$ cat src/hw/sync_serial_pkg.sv
// Constants, register map and carrier types of the synchronous serial input port
package sync_serial_pkg;

	// ----------------------------------------------------------------
	// Geometry
	// ----------------------------------------------------------------
	localparam int CHAIN_BITS_DEF = 64;          // Eight cascaded 8-bit stages
	localparam int BYTE_W         = 8;
	localparam int AD_W           = 8;           // Multiplexed address/data bus
	localparam int MUX_PORTS      = 3;           // Ports per multiplexer
	localparam int N_MUX          = 2;
	localparam int DEC_OUTS       = 8;           // 3-to-8 select decoder
	localparam int ADDR_IDX_LSB   = 0;           // Decoder input field
	localparam int ADDR_IDX_W     = 3;
	localparam int ADDR_PORT_LSB  = 3;           // Port select field
	localparam int ADDR_PORT_W    = 2;

	// ----------------------------------------------------------------
	// Select decoder outputs
	// ----------------------------------------------------------------
	localparam logic [2:0] DEC_FIRST_MUX  = 3'h0;
	localparam logic [2:0] DEC_SECOND_MUX = 3'h1;
	localparam logic [2:0] DEC_STATUS     = 3'h2;
	localparam logic [2:0] DEC_BYTE6      = 3'h3;
	localparam logic [2:0] DEC_BYTE7      = 3'h4;
	localparam logic [2:0] BYTE6_IDX      = 3'h6;
	localparam logic [2:0] BYTE7_IDX      = 3'h7;

	typedef enum logic [1:0] {
		PORT_A    = 2'b00,
		PORT_B    = 2'b01,
		PORT_C    = 2'b10,
		PORT_NONE = 2'b11
	} port_sel_t;

	// ----------------------------------------------------------------
	// Register map (byte addresses)
	// ----------------------------------------------------------------
	localparam int AXI_AW = 8;
	localparam logic [7:0] OFF_CTRL     = 8'h00;
	localparam logic [7:0] OFF_STATUS   = 8'h04;
	localparam logic [7:0] OFF_INT_STAT = 8'h08;
	localparam logic [7:0] OFF_INT_CLR  = 8'h0C;
	localparam logic [7:0] OFF_INT_EN   = 8'h10;
	localparam logic [7:0] OFF_DATA_LO  = 8'h14;
	localparam logic [7:0] OFF_DATA_HI  = 8'h18;
	localparam int CTRL_EN_BIT    = 0;
	localparam int CTRL_REARM_BIT = 1;
	localparam logic CTRL_EN_RESET = 1'b1;
	localparam int EV_FULL    = 0;
	localparam int EV_DRAINED = 1;
	localparam int N_EV       = 2;
	localparam logic [1:0] RESP_OKAY   = 2'h0;
	localparam logic [1:0] RESP_SLVERR = 2'h2;

	// ----------------------------------------------------------------
	// Carriers
	// ----------------------------------------------------------------
	typedef struct packed {
		logic [AD_W-1:0] ad;
		logic            ale_n;
		logic            rd_n;
		logic            wr_n;
		logic            gate;
		logic            sclk;
		logic            sdata;
	} pins_t;

	localparam pins_t PINS_IDLE = '{ad: 8'h00, ale_n: 1'b1, rd_n: 1'b1, wr_n: 1'b1,
		gate: 1'b0, sclk: 1'b0, sdata: 1'b0};

endpackage : sync_serial_pkg

$ cat src/hw/sync_serial_input_port.sv
// Synchronous serial input port: 64-bit shift chain read by a processor through two multiplexers and decoder outputs three/four
//
// Design decisions made here: the address map and the AXI4-Lite interface to the registers.
`timescale 1ns/1ps

// What this block does
// - Address strobe low captures bus into register
// - Decoder output active only with gate bit
// - Decoder outputs zero/one low select multiplexers
// - Serial bits shift through one 64-bit chain
// - Full chain flagged, readable via status path
// - Processor reads all eight bytes, then rearmed
// - Each multiplexer offers three byte-wide ports
// - Select 00/01/10 picks port A/B/C
// - Read passes port to bus, write reverse
// - Unselected multiplexer leaves bus undriven
module sync_serial_input_port
	import sync_serial_pkg::*;
#(
	parameter int CHAIN_BITS = CHAIN_BITS_DEF
) (
	input  wire logic                           aclk,
	input  wire logic                           aresetn,
	input  wire logic                           ce,
	input  wire logic [AXI_AW-1:0]              s_axi_awaddr,
	input  wire logic                           s_axi_awvalid,
	output      logic                           s_axi_awready,
	input  wire logic [31:0]                    s_axi_wdata,
	input  wire logic [3:0]                     s_axi_wstrb,
	input  wire logic                           s_axi_wvalid,
	output      logic                           s_axi_wready,
	output      logic [1:0]                     s_axi_bresp,
	output      logic                           s_axi_bvalid,
	input  wire logic                           s_axi_bready,
	input  wire logic [AXI_AW-1:0]              s_axi_araddr,
	input  wire logic                           s_axi_arvalid,
	output      logic                           s_axi_arready,
	output      logic [31:0]                    s_axi_rdata,
	output      logic [1:0]                     s_axi_rresp,
	output      logic                           s_axi_rvalid,
	input  wire logic                           s_axi_rready,
	input  wire logic [AD_W-1:0]                ad_in,
	output      logic [AD_W-1:0]                ad_out,
	output      logic                           ad_oe_n,
	input  wire logic                           ale_n,
	input  wire logic                           rd_n,
	input  wire logic                           wr_n,
	input  wire logic                           decode_gate_bit,
	input  wire logic                           chain_clk,
	input  wire logic                           chain_serial_in,
	output      logic [DEC_OUTS-1:0]            mux_select_n,
	output      logic [N_MUX*MUX_PORTS*BYTE_W-1:0] port_out,
	output      logic                           chain_full,
	output      logic                           irq
);

	// ----------------------------------------------------------------
	// Elaboration check
	// ----------------------------------------------------------------
	if (CHAIN_BITS != CHAIN_BITS_DEF) begin : g_bad_len
		$error("shift chain must be 64 bits");
	end

	localparam int CNT_W = $clog2(CHAIN_BITS + 1);
	localparam logic [CNT_W-1:0] CNT_LAST = CNT_W'(CHAIN_BITS - 1);
	localparam logic [CNT_W-1:0] CNT_FULL = CNT_W'(CHAIN_BITS);
	localparam int N_BYTES = CHAIN_BITS / BYTE_W;

	// ----------------------------------------------------------------
	// State
	// ----------------------------------------------------------------
	typedef struct packed {
		pins_t                                   p1;
		pins_t                                   p2;
		pins_t                                   p3;
		logic [CHAIN_BITS-1:0]                   chain;
		logic [CNT_W-1:0]                        count;
		logic                                    full;
		logic [N_BYTES-1:0]                      read_mask;
		logic [AD_W-1:0]                         addr;
		logic [N_MUX*MUX_PORTS-1:0][BYTE_W-1:0]  ports;
		logic [AD_W-1:0]                         ad_out;
		logic                                    ad_oe_n;
		logic                                    ctrl_en;
		logic [N_EV-1:0]                         int_stat;
		logic [N_EV-1:0]                         int_en;
		logic                                    aw_held;
		logic [AXI_AW-1:0]                       awaddr;
		logic                                    w_held;
		logic [31:0]                             wdata;
		logic                                    wstrb0;
		logic                                    bvalid;
		logic [1:0]                              bresp;
		logic                                    rvalid;
		logic [31:0]                             rdata;
		logic [1:0]                              rresp;
	} state_t;

	localparam state_t STATE_RESET = '{p1: PINS_IDLE, p2: PINS_IDLE, p3: PINS_IDLE,
		ctrl_en: CTRL_EN_RESET, ad_oe_n: 1'b1, default: '0};

	state_t s;
	state_t next_s;
	pins_t  pins_in;

	logic                  ale_fall;
	logic                  rd_fall;
	logic                  wr_rise;
	logic                  shift_go;
	logic                  drain_go;
	port_sel_t             psel;
	logic [1:0]            port_idx;
	logic                  port_ok;
	logic                  byte_hit;
	logic [2:0]            byte_idx;
	logic                  stat_hit;
	logic                  mux_hit;
	logic                  wr_hit;
	logic [2:0]            wr_idx;
	logic [ADDR_IDX_W-1:0] dec_idx;

	assign pins_in = '{ad: ad_in, ale_n: ale_n, rd_n: rd_n, wr_n: wr_n,
		gate: decode_gate_bit, sclk: chain_clk, sdata: chain_serial_in};

	// Edges seen on synchronised pins only
	assign ale_fall = !s.p2.ale_n && s.p3.ale_n;
	assign rd_fall  = !s.p2.rd_n && s.p3.rd_n;
	assign wr_rise  = s.p2.wr_n && !s.p3.wr_n;
	assign shift_go = s.p2.sclk && !s.p3.sclk && s.ctrl_en && !s.full;
	assign drain_go = s.full && (&s.read_mask);
	assign psel     = port_sel_t'(s.addr[ADDR_PORT_LSB +: ADDR_PORT_W]);
	assign dec_idx  = s.addr[ADDR_IDX_LSB +: ADDR_IDX_W];

	// ----------------------------------------------------------------
	// Multiplexer select decoder
	// ----------------------------------------------------------------
	for (genvar g = 0; g < DEC_OUTS; g++) begin : g_dec
		assign mux_select_n[g] = !(s.p2.gate && dec_idx == ADDR_IDX_W'(g));
	end

	// Port decode and what the selected path reaches
	always_comb begin
		port_idx = 2'h0;
		port_ok  = 1'b0;
		unique case (psel)
			PORT_A:    begin port_idx = 2'h0; port_ok = 1'b1; end
			PORT_B:    begin port_idx = 2'h1; port_ok = 1'b1; end
			PORT_C:    begin port_idx = 2'h2; port_ok = 1'b1; end
			PORT_NONE: begin port_idx = 2'h0; port_ok = 1'b0; end
		endcase
		mux_hit  = !mux_select_n[DEC_FIRST_MUX] || !mux_select_n[DEC_SECOND_MUX];
		byte_hit = 1'b0;
		byte_idx = 3'h0;
		stat_hit = 1'b0;
		wr_hit   = mux_hit && port_ok;
		wr_idx   = mux_select_n[DEC_FIRST_MUX] ? 3'(MUX_PORTS + port_idx) : {1'b0, port_idx};
		if (mux_hit && port_ok) begin
			byte_hit = 1'b1;
			byte_idx = wr_idx;
		end else if (!mux_select_n[DEC_BYTE6]) begin
			byte_hit = 1'b1;
			byte_idx = BYTE6_IDX;
		end else if (!mux_select_n[DEC_BYTE7]) begin
			byte_hit = 1'b1;
			byte_idx = BYTE7_IDX;
		end else if (!mux_select_n[DEC_STATUS]) begin
			stat_hit = 1'b1;
		end
	end

	// ----------------------------------------------------------------
	// Next state
	// ----------------------------------------------------------------
	always_comb begin
		logic [N_EV-1:0] ev;
		logic [N_EV-1:0] clr;
		logic            rearm;
		ev     = '0;
		clr    = '0;
		rearm  = 1'b0;
		next_s = s;
		// Two-flop synchronisers, third stage only for edge detection
		next_s.p1 = pins_in;
		next_s.p2 = s.p1;
		next_s.p3 = s.p2;
		// Address capture on strobe
		if (ale_fall) begin
			next_s.addr = s.p2.ad;
		end
		// Shift chain
		if (shift_go) begin
			next_s.chain = {s.chain[CHAIN_BITS-2:0], s.p2.sdata};
			next_s.count = s.count + CNT_W'(1);
			if (s.count == CNT_LAST) begin
				next_s.full  = 1'b1;
				ev[EV_FULL]  = 1'b1;
			end
		end
		// Bus-side read drive
		next_s.ad_oe_n = 1'b1;
		if (!s.p2.rd_n) begin
			if (byte_hit) begin
				next_s.ad_oe_n = 1'b0;
				next_s.ad_out  = s.chain[byte_idx*BYTE_W +: BYTE_W];
			end else if (mux_hit) begin
				next_s.ad_oe_n = 1'b0;
				next_s.ad_out  = '0;
			end else if (stat_hit) begin
				next_s.ad_oe_n = 1'b0;
				next_s.ad_out  = AD_W'(s.full);
			end
		end
		if (rd_fall && byte_hit && s.full) begin
			next_s.read_mask[byte_idx] = 1'b1;
		end
		// Write direction into the selected port
		if (wr_rise && wr_hit) begin
			next_s.ports[wr_idx] = s.p2.ad;
		end
		// Register write
		next_s.bvalid = s.bvalid && !s_axi_bready;
		if (s_axi_awvalid && s_axi_awready) begin
			next_s.aw_held = 1'b1;
			next_s.awaddr  = s_axi_awaddr;
		end
		if (s_axi_wvalid && s_axi_wready) begin
			next_s.w_held = 1'b1;
			next_s.wdata  = s_axi_wdata;
			next_s.wstrb0 = s_axi_wstrb[0];
		end
		if (s.aw_held && s.w_held && !s.bvalid) begin
			next_s.aw_held = 1'b0;
			next_s.w_held  = 1'b0;
			next_s.bvalid  = 1'b1;
			next_s.bresp   = RESP_OKAY;
			unique case (s.awaddr)
				OFF_CTRL: if (s.wstrb0) begin
					next_s.ctrl_en = s.wdata[CTRL_EN_BIT];
					rearm          = s.wdata[CTRL_REARM_BIT];
				end
				OFF_INT_CLR: if (s.wstrb0) clr = s.wdata[N_EV-1:0];
				OFF_INT_EN: if (s.wstrb0) next_s.int_en = s.wdata[N_EV-1:0];
				OFF_STATUS, OFF_INT_STAT, OFF_DATA_LO, OFF_DATA_HI: ;
				default: next_s.bresp = RESP_SLVERR;
			endcase
		end
		// Register read
		next_s.rvalid = s.rvalid && !s_axi_rready;
		if (s_axi_arvalid && s_axi_arready) begin
			next_s.rvalid = 1'b1;
			next_s.rresp  = RESP_OKAY;
			next_s.rdata  = '0;
			unique case (s_axi_araddr)
				OFF_CTRL:     next_s.rdata[CTRL_EN_BIT] = s.ctrl_en;
				OFF_STATUS:   next_s.rdata = {8'h00, s.addr, s.read_mask, s.full, 7'(s.count)};
				OFF_INT_STAT: next_s.rdata[N_EV-1:0] = s.int_stat;
				OFF_INT_CLR:  ;
				OFF_INT_EN:   next_s.rdata[N_EV-1:0] = s.int_en;
				OFF_DATA_LO:  next_s.rdata = s.chain[31:0];
				OFF_DATA_HI:  next_s.rdata = s.chain[CHAIN_BITS-1:32];
				default:      next_s.rresp = RESP_SLVERR;
			endcase
		end
		// Rearm once every byte has been taken, or on software request
		if (drain_go || (rearm && !ev[EV_FULL])) begin // Completing fill wins over rearm
			next_s.full      = 1'b0;
			next_s.count     = '0;
			next_s.read_mask = '0;
			ev[EV_DRAINED]   = drain_go;
		end
		// Sticky events, set wins over clear
		next_s.int_stat = (s.int_stat & ~clr) | ev;
		// Clock enable freezes everything
		if (!ce) begin
			next_s = s;
		end
	end

	// Register the whole state
	always_ff @(posedge aclk) begin
		if (!aresetn) begin
			s <= STATE_RESET;
		end else begin
			s <= next_s;
		end
	end

	// ----------------------------------------------------------------
	// Outputs
	// ----------------------------------------------------------------
	assign s_axi_awready = ce && !s.aw_held && !s.bvalid;
	assign s_axi_wready  = ce && !s.w_held && !s.bvalid;
	assign s_axi_bvalid  = s.bvalid;
	assign s_axi_bresp   = s.bresp;
	assign s_axi_arready = ce && !s.rvalid;
	assign s_axi_rvalid  = s.rvalid;
	assign s_axi_rdata   = s.rdata;
	assign s_axi_rresp   = s.rresp;
	assign ad_out        = s.ad_out;
	assign ad_oe_n       = s.ad_oe_n;
	assign port_out      = s.ports;
	assign chain_full    = s.full;
	assign irq           = |(s.int_stat & s.int_en);
endmodule : sync_serial_input_port

$ cat config.mk
export PLATFORM = sky130hd
export DESIGN_NAME = sync_serial_input_port
export DESIGN_NICKNAME = d
export VERILOG_FILES = /design/src/hw/sync_serial_pkg.sv /design/src/hw/sync_serial_input_port.sv
export SDC_FILE = /design/constraint.sdc
export NUM_CORES = 1
export LEC_CHECK = 0
export ABC_AREA = 1
export ABC_CLOCK_PERIOD_IN_PS = 5900
export BUFFER_PORTS_ARGS = -buffer_cell sky130_fd_sc_hd__buf_2
export CAP_MARGIN = 40
export CORE_ASPECT_RATIO = 0.7
export CORE_UTILIZATION = 40
export DETAILED_ROUTE_END_ITERATION = 8
export PLACE_DENSITY_LB_ADDON = 0.05
export SETUP_SLACK_MARGIN = 0.1
export SLEW_MARGIN = 20
export SYNTH_ARGS = -nofsm -noshare
export SYNTH_HDL_FRONTEND = slang
export SYNTH_SLANG_ARGS = --single-unit
export TNS_END_PERCENT = 20
$ cat constraint.sdc
create_clock -name aclk -period 5.9 [get_ports aclk]
set_input_delay 0.885 -clock aclk [delete_from_list [all_inputs] [get_ports aclk]]
set_output_delay 0.885 -clock aclk [all_outputs]
set_load 0.02 [all_outputs]
# After elaboration in Yosys (flattened, before gate mapping)
# Index checks and enable logic that the tools add are counted.
word_totals:
  register_bits: 263
  inputBits: 74
  word_cells: 213
classes:
  add_sub_neg: 2
  order_cmp: 4
  eq_ne: 23
  n_shift: 1
  mux: 46
  bitwise: 6
  reduce_logical: 87
op_table:
  columns: ["cell", "count"]
  rows:
  - ["$pmux 30 s3", 1]
  - ["$shiftx 64x7->8", 1]
  - ["$bwmux 48", 1]
  - ["$eq 8x5->1 const B", 6]
  - ["$mux 9", 4]
  - ["$mux 35", 1]
  - ["$logic_and 1x1->1", 34]
  - ["$mux 34", 1]
  - ["$eq 8x4->1 const B", 4]
  - ["$demux 8 s3", 1]
  - ["$mux 8", 3]
  - ["$reduce_and 2->1", 11]
  - ["$logic_not 1->1", 20]
  - ["$mux 1", 18]
  - ["$eq 8x3->1 const B", 2]
  - ["$logic_not 8->1", 2]
  - ["$mux 16", 1]
  - ["$mux 3", 5]
  - ["$reduce_or 7->1", 2]
  - ["$eq 3x3->1 const B", 4]
  - ["$mux 2", 5]
  - ["$reduce_bool 2->1", 5]
  - ["$lt 3x4->1 const B", 2]
  - ["$or 8x8->8", 1]
  - ["other kinds (26)", 34]

# Logic depth before layout (Yosys ltp)
# Gate-level depths: netlist of run 1.
logic_depth:
  ltp_word: 13
  ltp_mapped: 15
  ltp_nobuf: 14

# Worst setup path after synthesis of run 1
# OpenSTA, ideal clock, no wires.
synth_path:
  path_kind: "input to output"
  from: "input ce"
  to: "output s_axi_wready"
  arrival_ns: 1.532
  setup_slack_ns: 3.483
  cell_stages: 4
  path_buffers: 0
  cell_sequence: "clkinv_1 > nor2_1 > inv_1 > nor2_1"
synth_via:
  elab_chain_cells: 2
synth_rtl:
  columns: ["item", "line_no", "text"]
  rows:
  - ["start, declared", "sync_serial_input_port.sv:24", "input wire logic ce,"]
  - ["$logic_and 1x1->1 (2 in series)", "sync_serial_input_port.sv:292", "assign s_axi_wready = ce && !s.w_held && !s.bvalid;"]
  - ["end, declared", "sync_serial_input_port.sv:31", "output logic s_axi_wready,"]
# Every way passes these cells.

# Worst setup path after layout of run 1
# Same ends and word-level chain as after synthesis.

==> run summary, run 1 <==
The synthesis-to-layout area growth works out to 10.26%. The mapped netlist covers 0.01035 sq mm. In this run the deepest clock path goes through 3 buffers. The logs give 0 for the global-route congestion overflow total and 93 for the largest net degree at the start of global routing. The tightest min-delay check is of the flip-flop to flip-flop type. Derived from the worst setup path, the maximum achievable clock frequency is 310.6 MHz. The startpoint identified for the worst hold timing path is s_axi_rdata[23]. The first global-routing pass estimated 45.94 mm of wire. Hold timing on the final database bottoms out at a slack of 0.4590 ns. STA classifies the critical path endpoint as an output pin. Maximum vdd drop: 181.3 uV.

In this run the standard cell core region covers 0.02504 sq mm. The analysis attributes to cell leakage a power of 0.004676 uW. The synthesized design contains 231 register bits. The relative max-transition margin is 0.4663. The tools report the cts-stage hold buffer count as 0. The clock reaches the later pin of the worst-skew pair after 0.53 ns. The worst path required time came out at 5.02 ns. The worst flop-to-flop path startpoint is psel[1].

For the global placer's final weighted congestion, the log shows 0.8727. The maximum clock skew at final layout came out at 0.02364 ns. Setup repair after global routing left no endpoint under its margin. The area share of the largest cell type after synthesis works out to 0.4470. The tools report the number of global-route vias before repair as 8063. The logs give 231 for the number of sinks handled by clock tree synthesis and 1 for the initial antenna violation count. Setup violations remaining at the end of the flow were counted as 0. Synthesis handed over a netlist of 1377 instances. The power density normalized to cell area is 306.1 mW/mm^2.

From left edge to right edge, the die measures 194.2 um. Sorting the synthesized cells by how often they occur yields sky130_fd_sc_hd__dfxtp_1 (231), sky130_fd_sc_hd__a21oi_1 (207), sky130_fd_sc_hd__nand2_1 (200), sky130_fd_sc_hd__o21ai_0 (186), sky130_fd_sc_hd__inv_1 (121). The top cell type by total area after synthesis was sky130_fd_sc_hd__dfxtp_1. The flow ran to the end, and the final reports show no timing, DRC or antenna violations.

The number of clock buffers added by TritonCTS is 25. After detailed routing, the total wire length is 29.22 mm. After clock tree synthesis, the clock-pin slew on the worst setup and hold paths is 0.06 ns.

The first routing iteration left 696 violations. For the post-detailed-route count of antenna-violating nets, the log shows 0. The logs give 0 for the final-report hold violation count and 0.2201 for the overall track demand over capacity in global routing. The initialized floorplan defines 48 standard-cell rows. The final critical delay including setup and external delays was 3.220 ns.

The floorplan step defined a die boundary enclosing 0.02652 sq mm. The register area share after synthesis came out at 0.4470. The number of input and output port buffers inserted came out at 146. Ranked by total cell area, the synthesized netlist is headed by sky130_fd_sc_hd__dfxtp_1 (45%), sky130_fd_sc_hd__a21oi_1 (10%), sky130_fd_sc_hd__o21ai_0 (9.0%). In the final timing run, aggregate negative setup slack is 0 ns. The source of the critical timing path is ce. The async set-reset flop share out of synthesis was 0. In this run, synthesis inferred 0 flip-flops with an integrated enable. STA classifies the critical path startpoint as an input port. Of all nets on the critical path, the largest fanout is 44. The most used flip-flop cell after synthesis is sky130_fd_sc_hd__dfxtp_1. The post-route clock period utilization came out at 0.5457. The net count of the finished layout is 1475.

In this run the post-CTS setup repair buffer count came out at 0. For the total DRC errors in the routed layout, the log shows 0. The cell at the root of the clock tree is sky130_fd_sc_hd__clkbuf_16. Timing analysis after detailed placement gives a worst setup slack of 2.372 ns.

TritonCTS built the clock tree. The critical path is of the input port to output pin type. Share of layout cells above drive strength 1: 0.1669.

For the number of placed I/O pins, the log shows 182. By instance count, the leading cell after synthesis is sky130_fd_sc_hd__dfxtp_1. The actual slew at the worst max-slew pin is 0.7987 ns, and the number of max-slew violations in the final report is 0. After routing the design area is 0.01141 sq mm.

Post-CTS repair changed the size of 0 cells. Each instance of the synthesized netlist takes up on average 7.514 sq um. The vertical die dimension was 136.6 um; the total placed instance area was 0.01056 sq mm.

Fill cells in the final layout number 2591. The first-pass iteration count of the detailed router is 5, and the number of unique standard cell types used by synthesis is 40. The Yosys step of the flow raised 0 warnings.

After legalization and detailed placement, the total HPWL measured 20.13 mm. At the worst endpoint, the arrival time is 2.33 ns. The tools report the total power as 3492 uW. The depth of the CTS H-tree is 1, and the vias per cell is 5.085. Dividing the detail-routed wire length by the instance count gives 16.80 um. Detailed routing inserted a total of 8848 vias. The run gives 0.4131 as the effective utilization at floorplan.

The number of max-cap violations is 0, and the least setup slack across all paths after layout is 2.680 ns.
==> placed cells by master, fill, tap and decap left out, types with 2 or more instances in the layout <==
cell type,instances
sky130_fd_sc_hd__nor4_1,2
sky130_fd_sc_hd__ha_1,4
sky130_fd_sc_hd__inv_2,9
sky130_fd_sc_hd__conb_1,2
sky130_fd_sc_hd__bufinv_16,2
sky130_fd_sc_hd__o221ai_1,5
sky130_fd_sc_hd__nand3_1,52
sky130_fd_sc_hd__clkinv_2,2
sky130_fd_sc_hd__o21ai_0,186
sky130_fd_sc_hd__buf_4,11
sky130_fd_sc_hd__inv_1,121
sky130_fd_sc_hd__nand3_2,5
sky130_fd_sc_hd__nand3b_4,2
sky130_fd_sc_hd__clkbuf_8,6
sky130_fd_sc_hd__clkinv_1,2
sky130_fd_sc_hd__nor2_8,2
sky130_fd_sc_hd__inv_6,2
sky130_fd_sc_hd__clkbuf_1,6
sky130_fd_sc_hd__clkbuf_16,25
sky130_fd_sc_hd__xor2_1,3
sky130_fd_sc_hd__nor3_4,6
sky130_fd_sc_hd__nor3_1,9
sky130_fd_sc_hd__dfxtp_1,231
sky130_fd_sc_hd__nor2_1,100
sky130_fd_sc_hd__nand2_4,7
sky130_fd_sc_hd__o22ai_1,27
sky130_fd_sc_hd__o21ai_1,9
sky130_fd_sc_hd__nand2_1,200
sky130_fd_sc_hd__buf_2,145
sky130_fd_sc_hd__nand2_2,4
sky130_fd_sc_hd__and3_1,2
sky130_fd_sc_hd__o211ai_1,3
sky130_fd_sc_hd__nor2_4,3
sky130_fd_sc_hd__nand4_1,2
sky130_fd_sc_hd__a21oi_1,207
==> power by group <==
part / switching (uW) / total [uW] / internal [uW]
clock network: 643 / 1590 / 943
registers: 30.1 / 1640 / 1610
logic: 194 / 268 / 73.8
==> metrics by stage <==
step,util,std cells
finish,0.4555,1740
global route,0.4554,1739
CTS,0.4548,1738
detailed placement,0.4218,1694
global placement,0.4218,1694
floorplan,-,1378
==> path summary, 6_finish.rpt <==
kind / end / slack, ns / cells after the start
max: s_axi_wready / 2.68 / 7
max reg2reg: ad_out[6] / 2.94 / 11
min: s_axi_rdata[23] / 0.46 / 2
min reg2reg: s_axi_rdata[23] / 0.46 / 2
==> worst max-delay path, cell delays in order <==
cell and delay, ns:
sky130_fd_sc_hd__buf_2 0.43, sky130_fd_sc_hd__clkinv_1 0.18, sky130_fd_sc_hd__buf_4 0.30, sky130_fd_sc_hd__nor2_1 0.13
sky130_fd_sc_hd__inv_1 0.06, sky130_fd_sc_hd__nor2_1 0.15, sky130_fd_sc_hd__buf_2 0.19
==> per-layer routing <==
metal / track usage / part of all wire / up-vias
li1: - / - / 4507
met1: 0.3457 / 0.53 / 4078
met2: 0.3086 / 0.39 / 231
met3: 0.03450 / 0.062 / 32
met4: 0.04982 / 0.018 / 0
met5: 0 / 0 / -
==> cells by family after synthesis <==
logic type                 count (synthesis)  share of synthesized area
adders and majority gates                  4                   0.004838
other                                      1                  0.0003625
AOI/OAI and AO/OA                        441                     0.2207
DFF                                      231                     0.4470
buffers and inverters                    297                     0.1454
and+or+nand+nor                          399                     0.1784
xor gates and xnor gates                   4                   0.003387
==> sequential cells by signal (all words and copies together), names as in the netlist <==
signal and flops:
s 132, s_axi_rresp 1, s_axi_bresp 1, psel 2
s_axi_rvalid 1, s_axi_rdata 32, s_axi_bvalid 1, dec_idx 3
chain_full 1, ad_oe_n 1, ad_out 8, port_out 48
==> layout make-up <==
type | count | area (sq um) | area share
Sequential cell | 231 | 4624 | 0.4054
Multi-Input combinational cell | 850 | 4229 | 0.3707
Timing Repair Buffer | 157 | 823.3 | 0.07217
Clock buffer | 37 | 730.7 | 0.06406
Inverter | 132 | 495.5 | 0.04344
Tap cell | 325 | 406.6 | 0.03565
Clock inverter | 7 | 95.09 | 0.008336
Antenna cell | 1 | 2.502 | 0.0002194
(Power assumes the default switching activity.)
==> inputs of run 2 (changes only) <==
Settings changed: ABC_CLOCK_PERIOD_IN_PS 5900 to 3250.
Clock period 5.9 ns to 3.25 ns, I/O delays scaled along.
==> run 2 against run 1 <==
Compared with the run above: flip-flop and latch count unchanged; cell count increased by 0.34%; utilization increased by 0.25 points; design area increased by 0.55%; critical path type is now flip-flop to flip-flop; largest power group unchanged; highest routed layer unchanged.
==> run summary, run 2 (same netlist as run 1, synthesis figures left out) <==
The flow ran to the end, and the final reports show no timing, DRC or antenna violations. The final-report hold violation count is 0. For the number of setup violations in the final report, the log shows 0. The total DRC errors in the routed layout was 0.

Counting stages on the worst path, the most repeated cell is sky130_fd_sc_hd__nand2_1. The effective utilization at floorplan is 0.4131. The full die area was 0.02652 sq mm. After clock tree synthesis, the clock-pin slew on the worst setup and hold paths is 0.06 ns. TritonCTS built the clock tree.

The die is 136.6 um tall. At the worst endpoint, the required time is 3.69 ns. The number of global-route vias before repair came out at 7975. In the final layout, the multi-input gates occupy 0.004229 sq mm. The tools report the overall track demand over capacity in global routing as 0.2199. The floorplan step set the die width to 194.2 um. 0 antenna diodes ended up in the layout. The tightest hold path in the finished design has a slack of 0.1873 ns.

The worst setup path is captured at a flip-flop. The root buffer cell chosen for the clock tree is sky130_fd_sc_hd__clkbuf_16. Together, buffers and inverters on the worst path number 3.

The logs give 614 for the count of routing violations after the opening detailed-route iteration and 0.73 ns for the minimum setup slack among reg-to-reg paths. Dividing the detail-routed wire length by the instance count gives 16.97 um. The tool flagged a number of max-cap violations equal to 0.

Counting the buffers created by CTS gives 24. In this run the most critical hold path is launched from ale_n. In the final layout, flip-flops and latches occupy 0.004624 sq mm. The number of standard-cell rows in the floorplan was 48; the maximum cell stage delay along the critical path was 0.35 ns.

Category of the worst setup path launch point: a flip-flop. The initial antenna violation count was 0; the number of cells traversed by the worst hold path was 3. Summed over all layers, the global routing overflow is 0. Between clock sinks in the finished design, the worst skew comes to 0.01465 ns. The worst hold path belongs to the class input port to flip-flop.

The actual slew at the worst max-slew pin is 0.6518 ns. For the number of max-slew violations in the final report, the log shows 0. For the final routed database, the setup TNS stands at 0 ns. Largest register by flop count: s. End point of the most critical hold path: s[264]. The critical path goes through inv_1 > ha_1 > inv_1 > nand2_1 > nand3_2 > nand2_1 > buf_4 > nand2_1 > nand3_1 > o21ai_1 > nor2_1 > nand2_1 > a21oi_1. The worst register-to-register path ends at ad_out[1].

Summing over every cut layer, the via total after detailed routing is 8923. The total number of nets in the final design came out at 1482. Setup repair after global routing left no endpoint under its margin. Along the worst path, the maximum fanout reaches 15. The leakage power was 0.004710 uW; the count of cells resized by post-cts repair was 0. The critical path in this run is classified as flip-flop to flip-flop. In this design, the largest share of critical-path delay is due to simple AND/OR/NAND/NOR gates.

The post-route clock period utilization works out to 0.7766. The first-pass iteration count of the detailed router is 5, and the synthesis-to-layout area growth is 10.86%. The highest achievable clock rate is 396.2 MHz. Hold repair after CTS inserted 0 buffers.

The count of nets left with antenna violations once routing finished came out at 0. Across the VDD grid, the largest voltage drop is 307.8 uV. The final critical delay including setup and external delays is 2.524 ns.

Counting every sink on the clock net gives 231. For this design, the slowest cell found on the critical path is sky130_fd_sc_hd__ha_1. The number of input and output port buffers inserted was 146. Leaving out fill and tap cells, the most frequent cell in the layout is sky130_fd_sc_hd__dfxtp_1. The worst register-to-register path begins at psel[1]. The longest clock path from root to sink contains 3 buffers. The vias per cell came out at 5.111. The global-route wire length before repair was 45.67 mm; the number of placed I/O pins was 182.

Entering global routing, the biggest net connects 121 pins. The run gives 29.63 mm as the sum of routed wire length over all layers. The congestion estimate from routability-driven global placement came to 0.8956. Summed over all nets, the half-perimeter wirelength after detailed placement is 20.72 mm. The share of layout cells above drive strength 1 is 0.1696. Leaving out fill and tap cells, the most frequent cells in the layout are sky130_fd_sc_hd__dfxtp_1 (231), sky130_fd_sc_hd__a21oi_1 (207), sky130_fd_sc_hd__nand2_1 (200). Count of buffers added by post-CTS timing repair for setup: 0. Dividing total power by cell area gives a power density of 559.2 mW/mm^2. The logs give 0.5644 for the relative max-transition margin and 0.52 ns for the clock latency at the later pin of the worst-skew pair. The number of flip-flops in the largest register was 132. The run gives 2584 as the layout filler cell count. The endpoint arrival time on the critical path was 2.96 ns; the placeable core region was 0.02504 sq mm. The depth of the CTS H-tree is 1, and the logic depth of the worst register-to-register path is 13.
## run 2: cell count changes in the layout (fill, tap and decap cells not counted), sizes merged
cell	before	now
diode	1	0
clkbuf	37	35
clkinv	4	5
bufinv	2	4
buf	157	165
inv	132	130
## run 2: worst max path at each step
| stage | start | cells after the start | slack [ns] | endpoint |
|---|---|---|---|---|
| 6_report | psel[1] | 13 | 0.73 | ad_out[1] |
| 5_1_grt | psel[1] | 13 | 0.54 | ad_out[1] |
| 4_1_cts | psel[1] | 13 | 0.76 | ad_out[1] |
| 3_5_place_dp | psel[1] | 13 | 0.80 | ad_out[4] |
| 3_3_place_gp | psel[1] | 13 | 0.79 | ad_out[1] |
| 2_1_floorplan | ce | 7 | 1.37 | s_axi_rdata[25] |
## run 2: area by class of cell
| type | count | area share |
|---|---|---|
| Sequential cell | 231 | 0.4032 |
| Multi-Input combinational cell | 850 | 0.3687 |
| Timing Repair Buffer | 165 | 0.07745 |
| Clock buffer | 35 | 0.05956 |
| Inverter | 132 | 0.04320 |
| Tap cell | 325 | 0.03545 |
| Clock inverter | 8 | 0.01244 |
## run 2: worst reg2reg max path, cell delays in order (launching register included)
cell and delay, ns:
sky130_fd_sc_hd__dfxtp_1 0.33, sky130_fd_sc_hd__inv_1 0.11, sky130_fd_sc_hd__ha_1 0.35, sky130_fd_sc_hd__inv_1 0.21, sky130_fd_sc_hd__nand2_1 0.12, sky130_fd_sc_hd__nand3_2 0.12
sky130_fd_sc_hd__nand2_1 0.28, sky130_fd_sc_hd__buf_4 0.27, sky130_fd_sc_hd__nand2_1 0.07, sky130_fd_sc_hd__nand3_1 0.12, sky130_fd_sc_hd__o21ai_1 0.09, sky130_fd_sc_hd__nor2_1 0.15
sky130_fd_sc_hd__nand2_1 0.09, sky130_fd_sc_hd__a21oi_1 0.12
## run 2: through the flow
stage / cells / total power [uW] / util / setup WS (ns) / instance area, sq um
5_1_grt: 1746 / 6650 / 0.4580 / 0.5361 / 11470
3_3_place_gp: 1703 / 3531 / 0.4250 / 0.7861 / 10640
4_1_cts: 1746 / 6476 / 0.4580 / 0.7627 / 11470
6_report: 1746 / 6414 / 0.4580 / 0.7262 / 11470
3_5_place_dp: 1703 / 3533 / 0.4250 / 0.8025 / 10640
2_1_floorplan: 1378 / 3370 / - / 1.368 / 10350
## run 2: power breakdown
group	internal, uW	switching (uW)	total, uW	leakage [uW]
clock	1770	1170	2940	0.000400
combinational	143	357	500	0.00243
sequential	2920	54.5	2970	0.00188
## run 2: metal layers
metal / track usage / part of all wire
met1: 0.3526 / 0.54
met4: 0.03924 / 0.013
met2: 0.3082 / 0.39
met3: 0.02883 / 0.055
met5: 0 / 0
